### src/ledsh_pkg.sv
// package: register map, field layout, reset values and carrier types
package ledsh_pkg;

    // register addresses on the special function register port
    localparam logic [15:0] ADDR_CTRL     = 16'h2880;
    localparam logic [15:0] ADDR_STAT     = 16'h2881;
    localparam logic [15:0] ADDR_DATA     = 16'h2882;
    localparam logic [15:0] ADDR_CK_DIV   = 16'h2883;
    localparam logic [15:0] ADDR_MPTR_HI  = 16'h2884;
    localparam logic [15:0] ADDR_MPTR_LO  = 16'h2885;
    localparam logic [15:0] ADDR_WORD_CNT = 16'h2886;
    localparam logic [15:0] ADDR_FIFO_CN  = 16'h2887;
    localparam logic [15:0] ADDR_XPTR_HI  = 16'h2888;
    localparam logic [15:0] ADDR_XPTR_LO  = 16'h2889;

    // panel_control_reg fields
    localparam int CTRL_BIT_ORDER = 0;
    localparam int CTRL_CLR_ALL   = 1;
    localparam int CTRL_POLARITY  = 2;
    localparam int CTRL_OUT_EN    = 3;
    localparam int CTRL_DMA_EN    = 4;
    localparam int CTRL_IE_REQ    = 5;
    localparam int CTRL_MODE_LO   = 6;
    localparam int CTRL_MODE_HI   = 7;

    // status register fields
    localparam int STAT_DMA_DONE  = 7;
    localparam int STAT_EMPTY     = 6;
    localparam int STAT_REFILL    = 5;
    localparam int STAT_SCLK      = 4;

    // reset values
    localparam logic [7:0] CTRL_RST    = 8'h02;
    localparam logic [7:0] CK_DIV_RST  = 8'h10;
    localparam logic [7:0] WORD_CNT_RST = 8'h00;

    localparam logic [2:0] REFILL_LEVEL = 3'h2;
    localparam logic [7:0] CK_DIV_MIN   = 8'h02;

    // lane modes
    localparam logic [1:0] MODE_ONE   = 2'h0;
    localparam logic [1:0] MODE_TWO   = 2'h1;
    localparam logic [1:0] MODE_FOUR  = 2'h2;
    localparam logic [1:0] MODE_SPLIT = 2'h3;

    typedef enum logic [1:0] {
        LEDSH_DMA_IDLE,
        LEDSH_DMA_MAIN,
        LEDSH_DMA_AUX
    } ledsh_dma_st_t;

    typedef struct packed {
        logic [15:0] addr;
        logic        wr;
        logic        rd;
        logic [7:0]  wdata;
    } ledsh_sfr_req_t;

    typedef struct packed {
        logic        req;
        logic [11:0] addr;
    } ledsh_dma_req_t;

    typedef struct packed {
        logic        ack;
        logic [15:0] rdata;
    } ledsh_dma_rsp_t;

    typedef struct packed {
        logic       sclk;
        logic [3:0] lane;
    } ledsh_pins_t;

endpackage : ledsh_pkg

### src/ledsh_top.sv
// led panel shifter: registers, fifo, dma fetch and lane shifting
`timescale 1ns/10ps
module ledsh_top #(
    parameter int FIFO_DEPTH = 4
) (
    // clock, reset and enable
    input  wire logic                      clk_i,
    input  wire logic                      resetn_i,
    input  wire logic                      ce_i,
    // special function register port
    input  wire ledsh_pkg::ledsh_sfr_req_t sfr_i,
    output logic [7:0]                     sfr_rdata_o,
    // dma read port towards xram
    output ledsh_pkg::ledsh_dma_req_t      dma_o,
    input  wire ledsh_pkg::ledsh_dma_rsp_t dma_i,
    // panel pins
    output ledsh_pkg::ledsh_pins_t         pins_o
);

    if (FIFO_DEPTH < 4 || FIFO_DEPTH > 7) begin : g_depth_check
        $error("FIFO_DEPTH must lie between 4 and 7");
    end

    localparam logic [2:0] DEPTH = 3'(FIFO_DEPTH);

    typedef struct packed {
        logic [7:0]               ctrl;
        logic [7:0]               ck_div;
        logic [10:0]              mptr;
        logic [10:0]              xptr;
        logic [7:0]               wcnt;
        logic                     done;
        logic                     refill;
        logic [7:0][7:0]          fifo;
        logic [2:0]               frd;
        logic [2:0]               fcnt;
        ledsh_pkg::ledsh_dma_st_t dst;
        logic [15:0]              hold;
        logic                     busy;
        logic                     gap;
        logic [2:0]               sidx;
        logic [1:0]               smode;
        logic                     sorder;
        logic [7:0]               sa;
        logic [7:0]               sb;
        logic [3:0]               lanes;
        logic [7:0]               rdata;
    } ledsh_st_t;

    ledsh_st_t  s_q;
    ledsh_st_t  s_d;
    logic       tick;
    logic       sclk;
    logic [1:0] mode;
    logic       clr_all;
    logic       out_en;

    assign mode    = {s_q.ctrl[ledsh_pkg::CTRL_MODE_HI],
                      s_q.ctrl[ledsh_pkg::CTRL_MODE_LO]};
    assign clr_all = s_q.ctrl[ledsh_pkg::CTRL_CLR_ALL];
    assign out_en  = s_q.ctrl[ledsh_pkg::CTRL_OUT_EN];

    ledsh_clkdiv u_clkdiv (
        .clk_i    (clk_i),
        .resetn_i (resetn_i),
        .ce_i     (ce_i),
        .run_i    (out_en && !clr_all),
        .factor_i (s_q.ck_div),
        .tick_o   (tick),
        .sclk_o   (sclk)
    );

    function automatic logic [2:0] wrap(input logic [2:0] a,
                                        input logic [2:0] b);
        logic [3:0] sum;
        sum = {1'b0, a} + {1'b0, b};
        if (sum >= {1'b0, DEPTH}) begin
            sum = sum - {1'b0, DEPTH};
        end
        return sum[2:0];
    endfunction : wrap

    function automatic logic pick(input logic [7:0] b,
                                  input logic [2:0] pos,
                                  input logic       msb_first);
        return msb_first ? b[3'h7 - pos] : b[pos];
    endfunction : pick

    // last step index of one load for each lane mode
    function automatic logic [2:0] last_step(input logic [1:0] m);
        case (m)
            ledsh_pkg::MODE_ONE:  return 3'h7;
            ledsh_pkg::MODE_FOUR: return 3'h1;
            default:              return 3'h3;
        endcase
    endfunction : last_step

    function automatic logic [3:0] lane_bits(input logic [7:0] a,
                                             input logic [7:0] b,
                                             input logic [1:0] m,
                                             input logic [2:0] idx,
                                             input logic       msb);
        logic [3:0] l;
        l = 4'h0;
        case (m)
            ledsh_pkg::MODE_ONE: begin
                l[0] = pick(a, idx, msb);
            end
            ledsh_pkg::MODE_TWO: begin
                for (int k = 0; k < 2; k++) begin
                    l[k] = pick(a, 3'({idx[1:0], 1'b0}) + 3'(k), msb);
                end
            end
            ledsh_pkg::MODE_FOUR: begin
                for (int k = 0; k < 4; k++) begin
                    l[k] = pick(a, 3'({idx[0], 2'b00}) + 3'(k), msb);
                end
            end
            default: begin
                for (int k = 0; k < 2; k++) begin
                    l[k]     = pick(a, 3'({idx[1:0], 1'b0}) + 3'(k), msb);
                    l[k + 2] = pick(b, 3'({idx[1:0], 1'b0}) + 3'(k), msb);
                end
            end
        endcase
        return l;
    endfunction : lane_bits

    always_comb begin
        logic [7:0][7:0] push_b;
        logic [2:0]      n_push;
        logic [2:0]      n_pop;
        logic [2:0]      need;
        logic            clr_done;
        logic            clr_refill;
        logic            set_done;
        logic            sw_push;
        logic [2:0]      free;
        logic [2:0]      widx;

        s_d        = s_q;
        push_b     = '0;
        n_push     = 3'h0;
        n_pop      = 3'h0;
        clr_done   = 1'b0;
        clr_refill = 1'b0;
        set_done   = 1'b0;
        sw_push    = 1'b0;
        need       = (mode == ledsh_pkg::MODE_SPLIT) ? 3'h4 : 3'h2;
        free       = DEPTH - s_q.fcnt;
        widx       = 3'h0;

        // register writes
        if (sfr_i.wr) begin
            case (sfr_i.addr)
                ledsh_pkg::ADDR_CTRL:    s_d.ctrl   = sfr_i.wdata;
                ledsh_pkg::ADDR_CK_DIV:  s_d.ck_div = sfr_i.wdata;
                ledsh_pkg::ADDR_DATA:    sw_push    = 1'b1;
                ledsh_pkg::ADDR_MPTR_HI: begin
                    s_d.mptr[10:7] = sfr_i.wdata[3:0];
                end
                ledsh_pkg::ADDR_MPTR_LO: begin
                    s_d.mptr[6:0] = sfr_i.wdata[7:1];
                end
                ledsh_pkg::ADDR_XPTR_HI: begin
                    s_d.xptr[10:7] = sfr_i.wdata[3:0];
                end
                ledsh_pkg::ADDR_XPTR_LO: begin
                    s_d.xptr[6:0] = sfr_i.wdata[7:1];
                end
                ledsh_pkg::ADDR_WORD_CNT: begin
                    s_d.wcnt = sfr_i.wdata;
                    clr_done = 1'b1;
                end
                ledsh_pkg::ADDR_STAT: begin
                    clr_done   = sfr_i.wdata[ledsh_pkg::STAT_DMA_DONE];
                    clr_refill = sfr_i.wdata[ledsh_pkg::STAT_REFILL];
                end
                default: ;
            endcase
        end

        // lane shifter, one step per serial clock period
        if (tick) begin
            if (s_q.busy && s_q.sidx != last_step(s_q.smode)) begin
                s_d.sidx  = s_q.sidx + 3'h1;
                s_d.lanes = lane_bits(s_q.sa, s_q.sb, s_q.smode,
                                      s_d.sidx, s_q.sorder);
            end else if (s_q.fcnt >= ((mode == ledsh_pkg::MODE_SPLIT) ?
                                      3'h2 : 3'h1)) begin
                s_d.busy   = 1'b1;
                s_d.sidx   = 3'h0;
                s_d.smode  = mode;
                s_d.sorder = s_q.ctrl[ledsh_pkg::CTRL_BIT_ORDER];
                s_d.sa     = s_q.fifo[s_q.frd];
                s_d.sb     = s_q.fifo[wrap(s_q.frd, 3'h1)];
                n_pop      = (mode == ledsh_pkg::MODE_SPLIT) ? 3'h2 : 3'h1;
                s_d.lanes  = lane_bits(s_d.sa, s_d.sb, mode, 3'h0,
                                       s_d.sorder);
            end else begin
                s_d.busy  = 1'b0;
                s_d.lanes = 4'h0;
            end
        end
        if (!out_en) begin
            s_d.busy  = 1'b0;
            s_d.lanes = 4'h0;
        end

        // dma fetch sequencer
        s_d.gap = 1'b0;
        case (s_q.dst)
            ledsh_pkg::LEDSH_DMA_IDLE: begin
                if (s_q.ctrl[ledsh_pkg::CTRL_DMA_EN] && !clr_all &&
                    s_q.wcnt != 8'h00 && free >= need) begin
                    s_d.dst = ledsh_pkg::LEDSH_DMA_MAIN;
                end
            end
            ledsh_pkg::LEDSH_DMA_MAIN: begin
                if (dma_i.ack) begin
                    s_d.hold = dma_i.rdata;
                    s_d.mptr = s_q.mptr + 11'h001;
                    s_d.wcnt = s_q.wcnt - 8'h01;
                    set_done = (s_q.wcnt == 8'h01);
                    if (mode == ledsh_pkg::MODE_SPLIT) begin
                        s_d.dst = ledsh_pkg::LEDSH_DMA_AUX;
                        // request drops one cycle before the aux fetch
                        s_d.gap = 1'b1;
                    end else begin
                        push_b[0] = dma_i.rdata[7:0];
                        push_b[1] = dma_i.rdata[15:8];
                        n_push    = 3'h2;
                        s_d.dst   = ledsh_pkg::LEDSH_DMA_IDLE;
                    end
                end
            end
            ledsh_pkg::LEDSH_DMA_AUX: begin
                if (dma_i.ack && !s_q.gap) begin
                    // counter untouched by auxiliary fetches
                    s_d.xptr  = s_q.xptr + 11'h001;
                    push_b[0] = s_q.hold[7:0];
                    push_b[1] = dma_i.rdata[7:0];
                    push_b[2] = s_q.hold[15:8];
                    push_b[3] = dma_i.rdata[15:8];
                    n_push    = 3'h4;
                    s_d.dst   = ledsh_pkg::LEDSH_DMA_IDLE;
                end
            end
            default: s_d.dst = ledsh_pkg::LEDSH_DMA_IDLE;
        endcase

        // a software byte is taken only when dma pushes nothing and room
        if (sw_push && n_push == 3'h0 && s_q.fcnt != DEPTH) begin
            push_b[0] = sfr_i.wdata;
            n_push    = 3'h1;
        end

        // fifo update: pops first, then pushes behind the remaining bytes
        s_d.frd  = wrap(s_q.frd, n_pop);
        s_d.fcnt = s_q.fcnt - n_pop;
        for (int i = 0; i < 4; i++) begin
            if (3'(i) < n_push) begin
                widx = wrap(s_d.frd, s_d.fcnt);
                s_d.fifo[widx] = push_b[i];
                s_d.fcnt       = s_d.fcnt + 3'h1;
            end
        end

        // sticky flags: a set in the clearing cycle wins
        if (clr_done) begin
            s_d.done = 1'b0;
        end
        if (set_done) begin
            s_d.done = 1'b1;
        end
        if (clr_refill) begin
            s_d.refill = 1'b0;
        end
        if (s_d.fcnt <= ledsh_pkg::REFILL_LEVEL) begin
            s_d.refill = 1'b1;
        end

        // clear-all empties the fifo and flags; a fetch in flight finishes
        if (clr_all) begin
            s_d.fcnt   = 3'h0;
            s_d.frd    = 3'h0;
            s_d.done   = 1'b0;
            s_d.refill = 1'b0;
            s_d.busy   = 1'b0;
            s_d.lanes  = 4'h0;
        end

        // read data, answered one cycle after the strobe
        if (sfr_i.rd) begin
            case (sfr_i.addr)
                ledsh_pkg::ADDR_CTRL:     s_d.rdata = s_q.ctrl;
                ledsh_pkg::ADDR_CK_DIV:   s_d.rdata = s_q.ck_div;
                ledsh_pkg::ADDR_MPTR_HI:  s_d.rdata = {4'h0, s_q.mptr[10:7]};
                ledsh_pkg::ADDR_MPTR_LO:  s_d.rdata = {s_q.mptr[6:0], 1'b0};
                ledsh_pkg::ADDR_XPTR_HI:  s_d.rdata = {4'h0, s_q.xptr[10:7]};
                ledsh_pkg::ADDR_XPTR_LO:  s_d.rdata = {s_q.xptr[6:0], 1'b0};
                ledsh_pkg::ADDR_WORD_CNT: s_d.rdata = s_q.wcnt;
                ledsh_pkg::ADDR_FIFO_CN:  s_d.rdata = {5'h00, s_q.fcnt};
                ledsh_pkg::ADDR_STAT: begin
                    s_d.rdata = {s_q.done, (s_q.fcnt == 3'h0), s_q.refill,
                                 sclk, 1'b0, s_q.fcnt};
                end
                default:                  s_d.rdata = 8'h00;
            endcase
        end
    end

    always_ff @(posedge clk_i) begin
        if (!resetn_i) begin
            s_q        <= '0;
            s_q.ctrl   <= ledsh_pkg::CTRL_RST;
            s_q.ck_div <= ledsh_pkg::CK_DIV_RST;
            s_q.wcnt   <= ledsh_pkg::WORD_CNT_RST;
        end else if (ce_i) begin
            s_q <= s_d;
        end
    end

    assign sfr_rdata_o = s_q.rdata;
    assign dma_o.req   = (s_q.dst != ledsh_pkg::LEDSH_DMA_IDLE) &&
                         !s_q.gap;
    assign dma_o.addr  = (s_q.dst == ledsh_pkg::LEDSH_DMA_AUX) ?
                         {s_q.xptr, 1'b0} : {s_q.mptr, 1'b0};
    assign pins_o.sclk = sclk;
    // polarity inverts data lanes only; disabled output holds lanes low
    assign pins_o.lane = out_en ?
                         (s_q.lanes ^ {4{s_q.ctrl[ledsh_pkg::CTRL_POLARITY]}})
                         : 4'h0;

endmodule : ledsh_top

### src/ledsh_clkdiv.sv
// serial clock divider: makes the panel clock and a shift tick
`timescale 1ns/10ps
module ledsh_clkdiv (
    // clock, reset and enable
    input  wire logic       clk_i,
    input  wire logic       resetn_i,
    input  wire logic       ce_i,
    // control
    input  wire logic       run_i,
    input  wire logic [7:0] factor_i,
    // outputs
    output logic            tick_o,
    output logic            sclk_o
);

    typedef struct packed {
        logic [7:0] cnt;
        logic       sclk;
    } ledsh_div_st_t;

    ledsh_div_st_t s_q;
    ledsh_div_st_t s_d;
    logic [7:0]    eff;
    logic [7:0]    last;
    logic [7:0]    half;

    // factors below the minimum would need a clock faster than clk_i / 2
    assign eff  = (factor_i < ledsh_pkg::CK_DIV_MIN) ?
                  ledsh_pkg::CK_DIV_MIN : factor_i;
    assign last = eff - 8'h01;
    assign half = eff >> 1;

    assign tick_o = run_i && (s_q.cnt == last);
    assign sclk_o = s_q.sclk;

    always_comb begin
        s_d = s_q;
        if (!run_i) begin
            s_d.cnt  = 8'h00;
            s_d.sclk = 1'b0;
        end else if (s_q.cnt == last) begin
            s_d.cnt  = 8'h00;
            s_d.sclk = 1'b0;
        end else begin
            s_d.cnt = s_q.cnt + 8'h01;
            if (s_d.cnt == half) begin
                s_d.sclk = 1'b1;
            end
        end
    end

    always_ff @(posedge clk_i) begin
        if (!resetn_i) begin
            s_q <= '0;
        end else if (ce_i) begin
            s_q <= s_d;
        end
    end

endmodule : ledsh_clkdiv

### config.mk
export PLATFORM = sky130hd
export DESIGN_NAME = ledsh_top
export DESIGN_NICKNAME = d
export VERILOG_FILES = /design/src/ledsh_pkg.sv /design/src/ledsh_top.sv /design/src/ledsh_clkdiv.sv
export SDC_FILE = /design/constraint.sdc
export NUM_CORES = 1
export LEC_CHECK = 0
export BUFFER_PORTS_ARGS = -buffer_cell sky130_fd_sc_hd__buf_2
export CAP_MARGIN = 5
export CORE_AREA = 5 5 175 177
export CTS_CLUSTER_SIZE = 12
export DETAILED_ROUTE_END_ITERATION = 12
export DIE_AREA = 0 0 180 182
export PLACE_DENSITY_LB_ADDON = 0.05
export SYNTH_ARGS = -nofsm -noshare
export SYNTH_HDL_FRONTEND = slang
export SYNTH_SLANG_ARGS = --single-unit
export TNS_END_PERCENT = 10
### constraint.sdc
create_clock -name clk_i -period 10.8 [get_ports clk_i]
set_clock_uncertainty 0.05 [all_clocks]
set_input_delay 1.62 -clock clk_i [delete_from_list [all_inputs] [get_ports clk_i]]
set_output_delay 1.62 -clock clk_i [all_outputs]
set_load 0.03 [all_outputs]
[After elaboration in Yosys (flattened, before gate mapping)]
Index checks and enable logic that the tools add are counted.
Cells by class
  $add $sub $neg: 35
  magnitude comparators: 38
  equality and inequality tests: 28
  muxes and demuxes: 164
  bitwise gates (word level): 2
  reductions and logical operators: 40
Operators with widths (number)
  $bwmux 64: 4
  $mux 64: 4
  $eq 16x14->1 const B: 10
  $demux 8 s3: 4
  $mux 8: 11
  $lt 3x4->1 const B: 20
  $pmux 8 s9: 1
  $mux 3: 22
  $mux 1: 55
  $bmux 8 s3: 2
  $mux 16: 3
  $bmux 1 s3: 15
  $mux 11: 4
  $mux 32: 1
  $mux 4: 8
  $pmux 16 s2: 1
  $mux 30: 1
  $ge 4x3->1 const B: 6
  $sub 3x3->3 const A: 8
  $add 11x1->11 const B: 2
  $mux 22: 1
  $add 3x1->3 const B: 7
  $mux 2: 10
  $mux 18: 1
  45 further kinds: 106
Storage, ports and cells
  register bits after elaboration: 181
  input port bits: 46
  output and inout port bits: 26
  logic and storage cells: 337

[Logic depth before layout (Yosys ltp)]
  depth after elaboration: 29
  depth in mapped cells: 31
  gate-level depth less buffers: 29

[Hierarchy]
A second synthesis with hierarchy kept.
Second synthesis, totals
  cells, all modules: 1843
  area total of the unflattened synthesis: 14740.4 sq um
Modules (own cells, without submodules)
  ledsh_top: instances 1, cells an instance 1715, area each 13770.7 sq um
  ledsh_clkdiv: instances 1, cells an instance 128, area each 969.7 sq um

[Worst setup path after synthesis]
OpenSTA, ideal clock, no wires.
  kind: register to register
  start: reg s_q[158] (netlist bit)
  end: reg s_q[75] (netlist bit)
  arrival: 6.430 ns
  data required time: 10.599 ns
  slack: 4.169 ns
  stages on the path, launching flop included: 30
  path buffers: 2
  path through: dfxtp_1 buf_2 or3_1 o31ai_1 ha_1 nor3b_1 xnor2_1 nand3_1 nor3_1 o211a_1 nand2_1 nor2_1 ha_1 inv_1 fa_1 ha_1 mux2_2 ha_1 nor2_1 a31oi_1 ha_1 nand2_1 nand2_1 fa_1 o21ai_0 mux2_2 buf_2 o21ai_1 a21oi_1 a221oi_1
On the way
  word-level cells in the longest chain between the ends: 25
Ends and longest elaborated chain
  start: declaration: RTL line ledsh_top.sv:50  | ledsh_st_t s_q;
  $lt 8x2->1: RTL line ledsh_clkdiv.sv:28  | assign eff = (factor_i < ledsh_pkg::CK_DIV_MIN) ?
  $mux 8 (*): RTL line ledsh_clkdiv.sv:28
  $sub 8x1->8 (*): RTL line ledsh_clkdiv.sv:30  | assign last = eff - 8'h01;
  $eq 8x8->1 (*): RTL line ledsh_clkdiv.sv:33  | assign tick_o = run_i && (s_q.cnt == last);
  $logic_and 1x1->1 (*): RTL line ledsh_clkdiv.sv:33
  $mux 2 (*): RTL line ledsh_top.sv:184  | if (tick) begin
  parallel branches: the longest is 18 deep, another holds $add 3x3->4
  $mux 64 (*): RTL line ledsh_top.sv:262  | if (3'(i) < n_push) begin
Mark *: on every way between the ends. The select of a mux whose other input is x is not followed.
A chain may end at the register's enable or synchronous reset.

[Worst setup path in the final report]
  start: reg s_q[158] (netlist bit)
  end: reg s_q[78] (netlist bit)
Same word-level chain as after synthesis.

==> flow_summary.json <==
{
  "status": "completed",
  "cp-end-kind": "register",
  "path_class": "register to register",
  "synth_commonest_cells": "nand2_1 (185), dfxtp_1 (181), nor2_1 (150), o21ai_0 (121), mux2i_1 (117)",
  "tightest_slew_ns": 1.32,
  "grt_pass1_vias": 13400,
  "vias": 14300,
  "synth_edf_count": 0,
  "path_max_fanout": 15,
  "maxCapViolations": 0,
  "synth.area.top_cells": "dfxtp_1 (26%), mux2i_1 (8.2%), mux4_2 (6.8%)",
  "dieWidth_um": 180,
  "avgSynthCellArea_um2": 8.10,
  "io_pins": 72,
  "antenna_found_initial": 0,
  "synth_top_cell_by_area": "dfxtp_1",
  "async_flop_share_pct": 0,
  "seq_area_frac_synth_pct": 25.5,
  "synth_most_common_cell": "nand2_1",
  "rows": 63,
  "area_delta_synth_final_pct": 6.61,
  "finalPower_mw": 1.50,
  "fin_util_pct": 52.0,
  "place_hpwl_um": 38600,
  "drcViolationCount": 0,
  "layout-drive-gt1-share_pct": 14.0,
  "cts-root-buf": "clkbuf_16",
  "dpl_cell_area_um2": 14600,
  "setup_viol": 0,
  "leakagePower_nw": 5.35,
  "r2r_cells": 27,
  "ys.warnings.count": 0,
  "final.setup.tns_ns": 0,
  "drt-total-wl_um": 53500,
  "rsz0062_at_grt": "false",
  "ys_types": 89,
  "insertedDiodeCount": 0,
  "drt-initial-drc-count": 1970,
  "hp-class": "register to register",
  "place.gp.congestion": 1.02,
  "fin_crit_ns": 8.02,
  "hold_viol": 0,
  "grtUsageTotal_pct": 32.0,
  "slew_headroom_pct": 11.2,
  "report.final.slew_viol_count": 0,
  "start_util_pct": 48.8,
  "via_per_inst": 6.77,
  "synthCells": 1753,
  "synth.top_cell.area_share_pct": 25.5,
  "cts_setup_buffers": 0,
  "clk_pin_slew_ns": 0.08,
  "ys.flop_type": "dfxtp_1",
  "antenna_left": 0,
  "yosys_register_bits": 181,
  "cts_resized": 0,
  "coreArea_um2": 29100,
  "irDropWorstVdd_mv": 0.114,
  "die-area_um2": 32800,
  "clock_latency_ns": 0.46,
  "overflow": 0,
  "whs_path_depth": 2,
  "routedWlPerCell_um": 25.3,
  "syn-cell-area_um2": 14200,
  "cts_hold_buffers": 0,
  "worstPathRequired_ns": 11.11,
  "die-height_um": 182,
  "fmax_ghz": 0.125,
  "final_design_area_no_fill_um2": 15100,
  "first_pass_iters": 7,
  "cts_tree": "built",
  "nets": 1798,
  "holdWs_ns": 0.408,
  "h-tree-depth": 4,
  "io_buffers": 70,
  "grt_pass1_wl_um": 82800,
  "syn_nets": 1837,
  "powerDensity_nw_per_um2": 99.1,
  "grt_max_degree": 77,
  "cts_sinks": 181,
  "finalCritPeriodShare_pct": 74.3,
  "arrival_ns": 8.34,
  "clock_tree.buffer_depth": 2,
  "numCtsBuffers": 17,
  "start_kind": "register"
}
## per-stage QoR
| stage | cells | setup slack, ns |
|---|---|---|
| 3_5_place_dp | 2085 | 2.99 |
| 6_report | 2116 | 2.78 |
| 3_3_place_gp | 2085 | 3.27 |
| 5_1_grt | 2116 | 2.13 |
| 2_1_floorplan | 1753 | 4.17 |
| 4_1_cts | 2116 | 2.95 |
## flip-flops by register name, summed over array words and instances (netlist names)
signal,cells
out_en,1
clr_all,1
u_clkdiv.sclk_o,1
u_clkdiv.s_q,8
mode,2
s_q,160
sfr_rdata_o,8
## layout make-up
cell class	count	area [um2]
Fill cell	2846	13900
Clock buffer	17	425
Timing Repair Buffer	89	498
Clock inverter	14	149
Multi-Input combinational cell	1380	9780
Inverter	45	169
Tap cell	390	488
Sequential cell	181	3620
## placed cells by master, fill, tap and decap left out, types with 43 or more instances in the layout
master | netlist | final
nand2_1 | 185 | 185
mux2i_1 | 117 | 117
o21ai_0 | 121 | 121
nor2_1 | 150 | 150
a21oi_1 | 111 | 111
dfxtp_1 | 181 | 180
nand3_1 | 65 | 65
buf_2 | 23 | 68
mux4_2 | 43 | 43
## cells by family after synthesis
family | synth area share [%]
other | 0.0264
adder cells (fa/ha/maj) | 3.67
flip-flops | 25.5
buffers and inverters | 5.61
AO/OA/AOI/OAI | 24.4
XOR/XNOR | 2.77
multiplexers | 18.2
AND/OR/NAND/NOR | 19.8
## critical path, stage by stage (launching register included)
cell and delay (ns):
dfxtp_1 0.40, or3_1 0.48, o31ai_1 0.41, ha_1 0.27, nor3b_1 0.26, xnor2_1 0.15
nand3_1 0.08, nor3_1 0.13, o211a_1 0.28, nand2_1 0.14, nor2_1 0.19, ha_1 0.18
inv_1 0.05, fa_1 0.52, ha_1 0.34, mux2_2 0.29, ha_1 0.28, nor2_1 0.04
a31oi_1 0.44, ha_1 0.35, inv_1 0.08, nor3_1 0.20, o22ai_1 0.11, o211ai_1 0.39
mux2i_2 0.72, nand3_1 0.45, nor3b_2 0.36, a221oi_1 0.30
## power breakdown
group | internal, mW | switching [mW] | leakage (nW)
sequential | 0.684 | 0.0200 | 1.47
combinational | 0.0551 | 0.0947 | 3.61
clock | 0.342 | 0.304 | 0.273
total | 1.08 | 0.419 | 5.35
## final timing paths
path	startpoint	endpoint	slack, ns
setup / recovery	s_q[158]	s_q[78]	2.78
hold / removal	s_q[40]	s_q[40]	0.41
setup reg to reg	s_q[158]	s_q[78]	2.78
hold reg to reg	s_q[40]	s_q[40]	0.41
## layer usage
layer  vias to the layer above  global-route usage, %  share of wire (%)
li1                       6460                      -                  -
met1                      6905                   45.4                 43
met2                       802                   47.4                 43
met3                       148                   7.11                9.6
met4                         0                   12.8                4.3
met5                         -                      0                  0
Note: power is estimated with default switching activity, not from simulation.
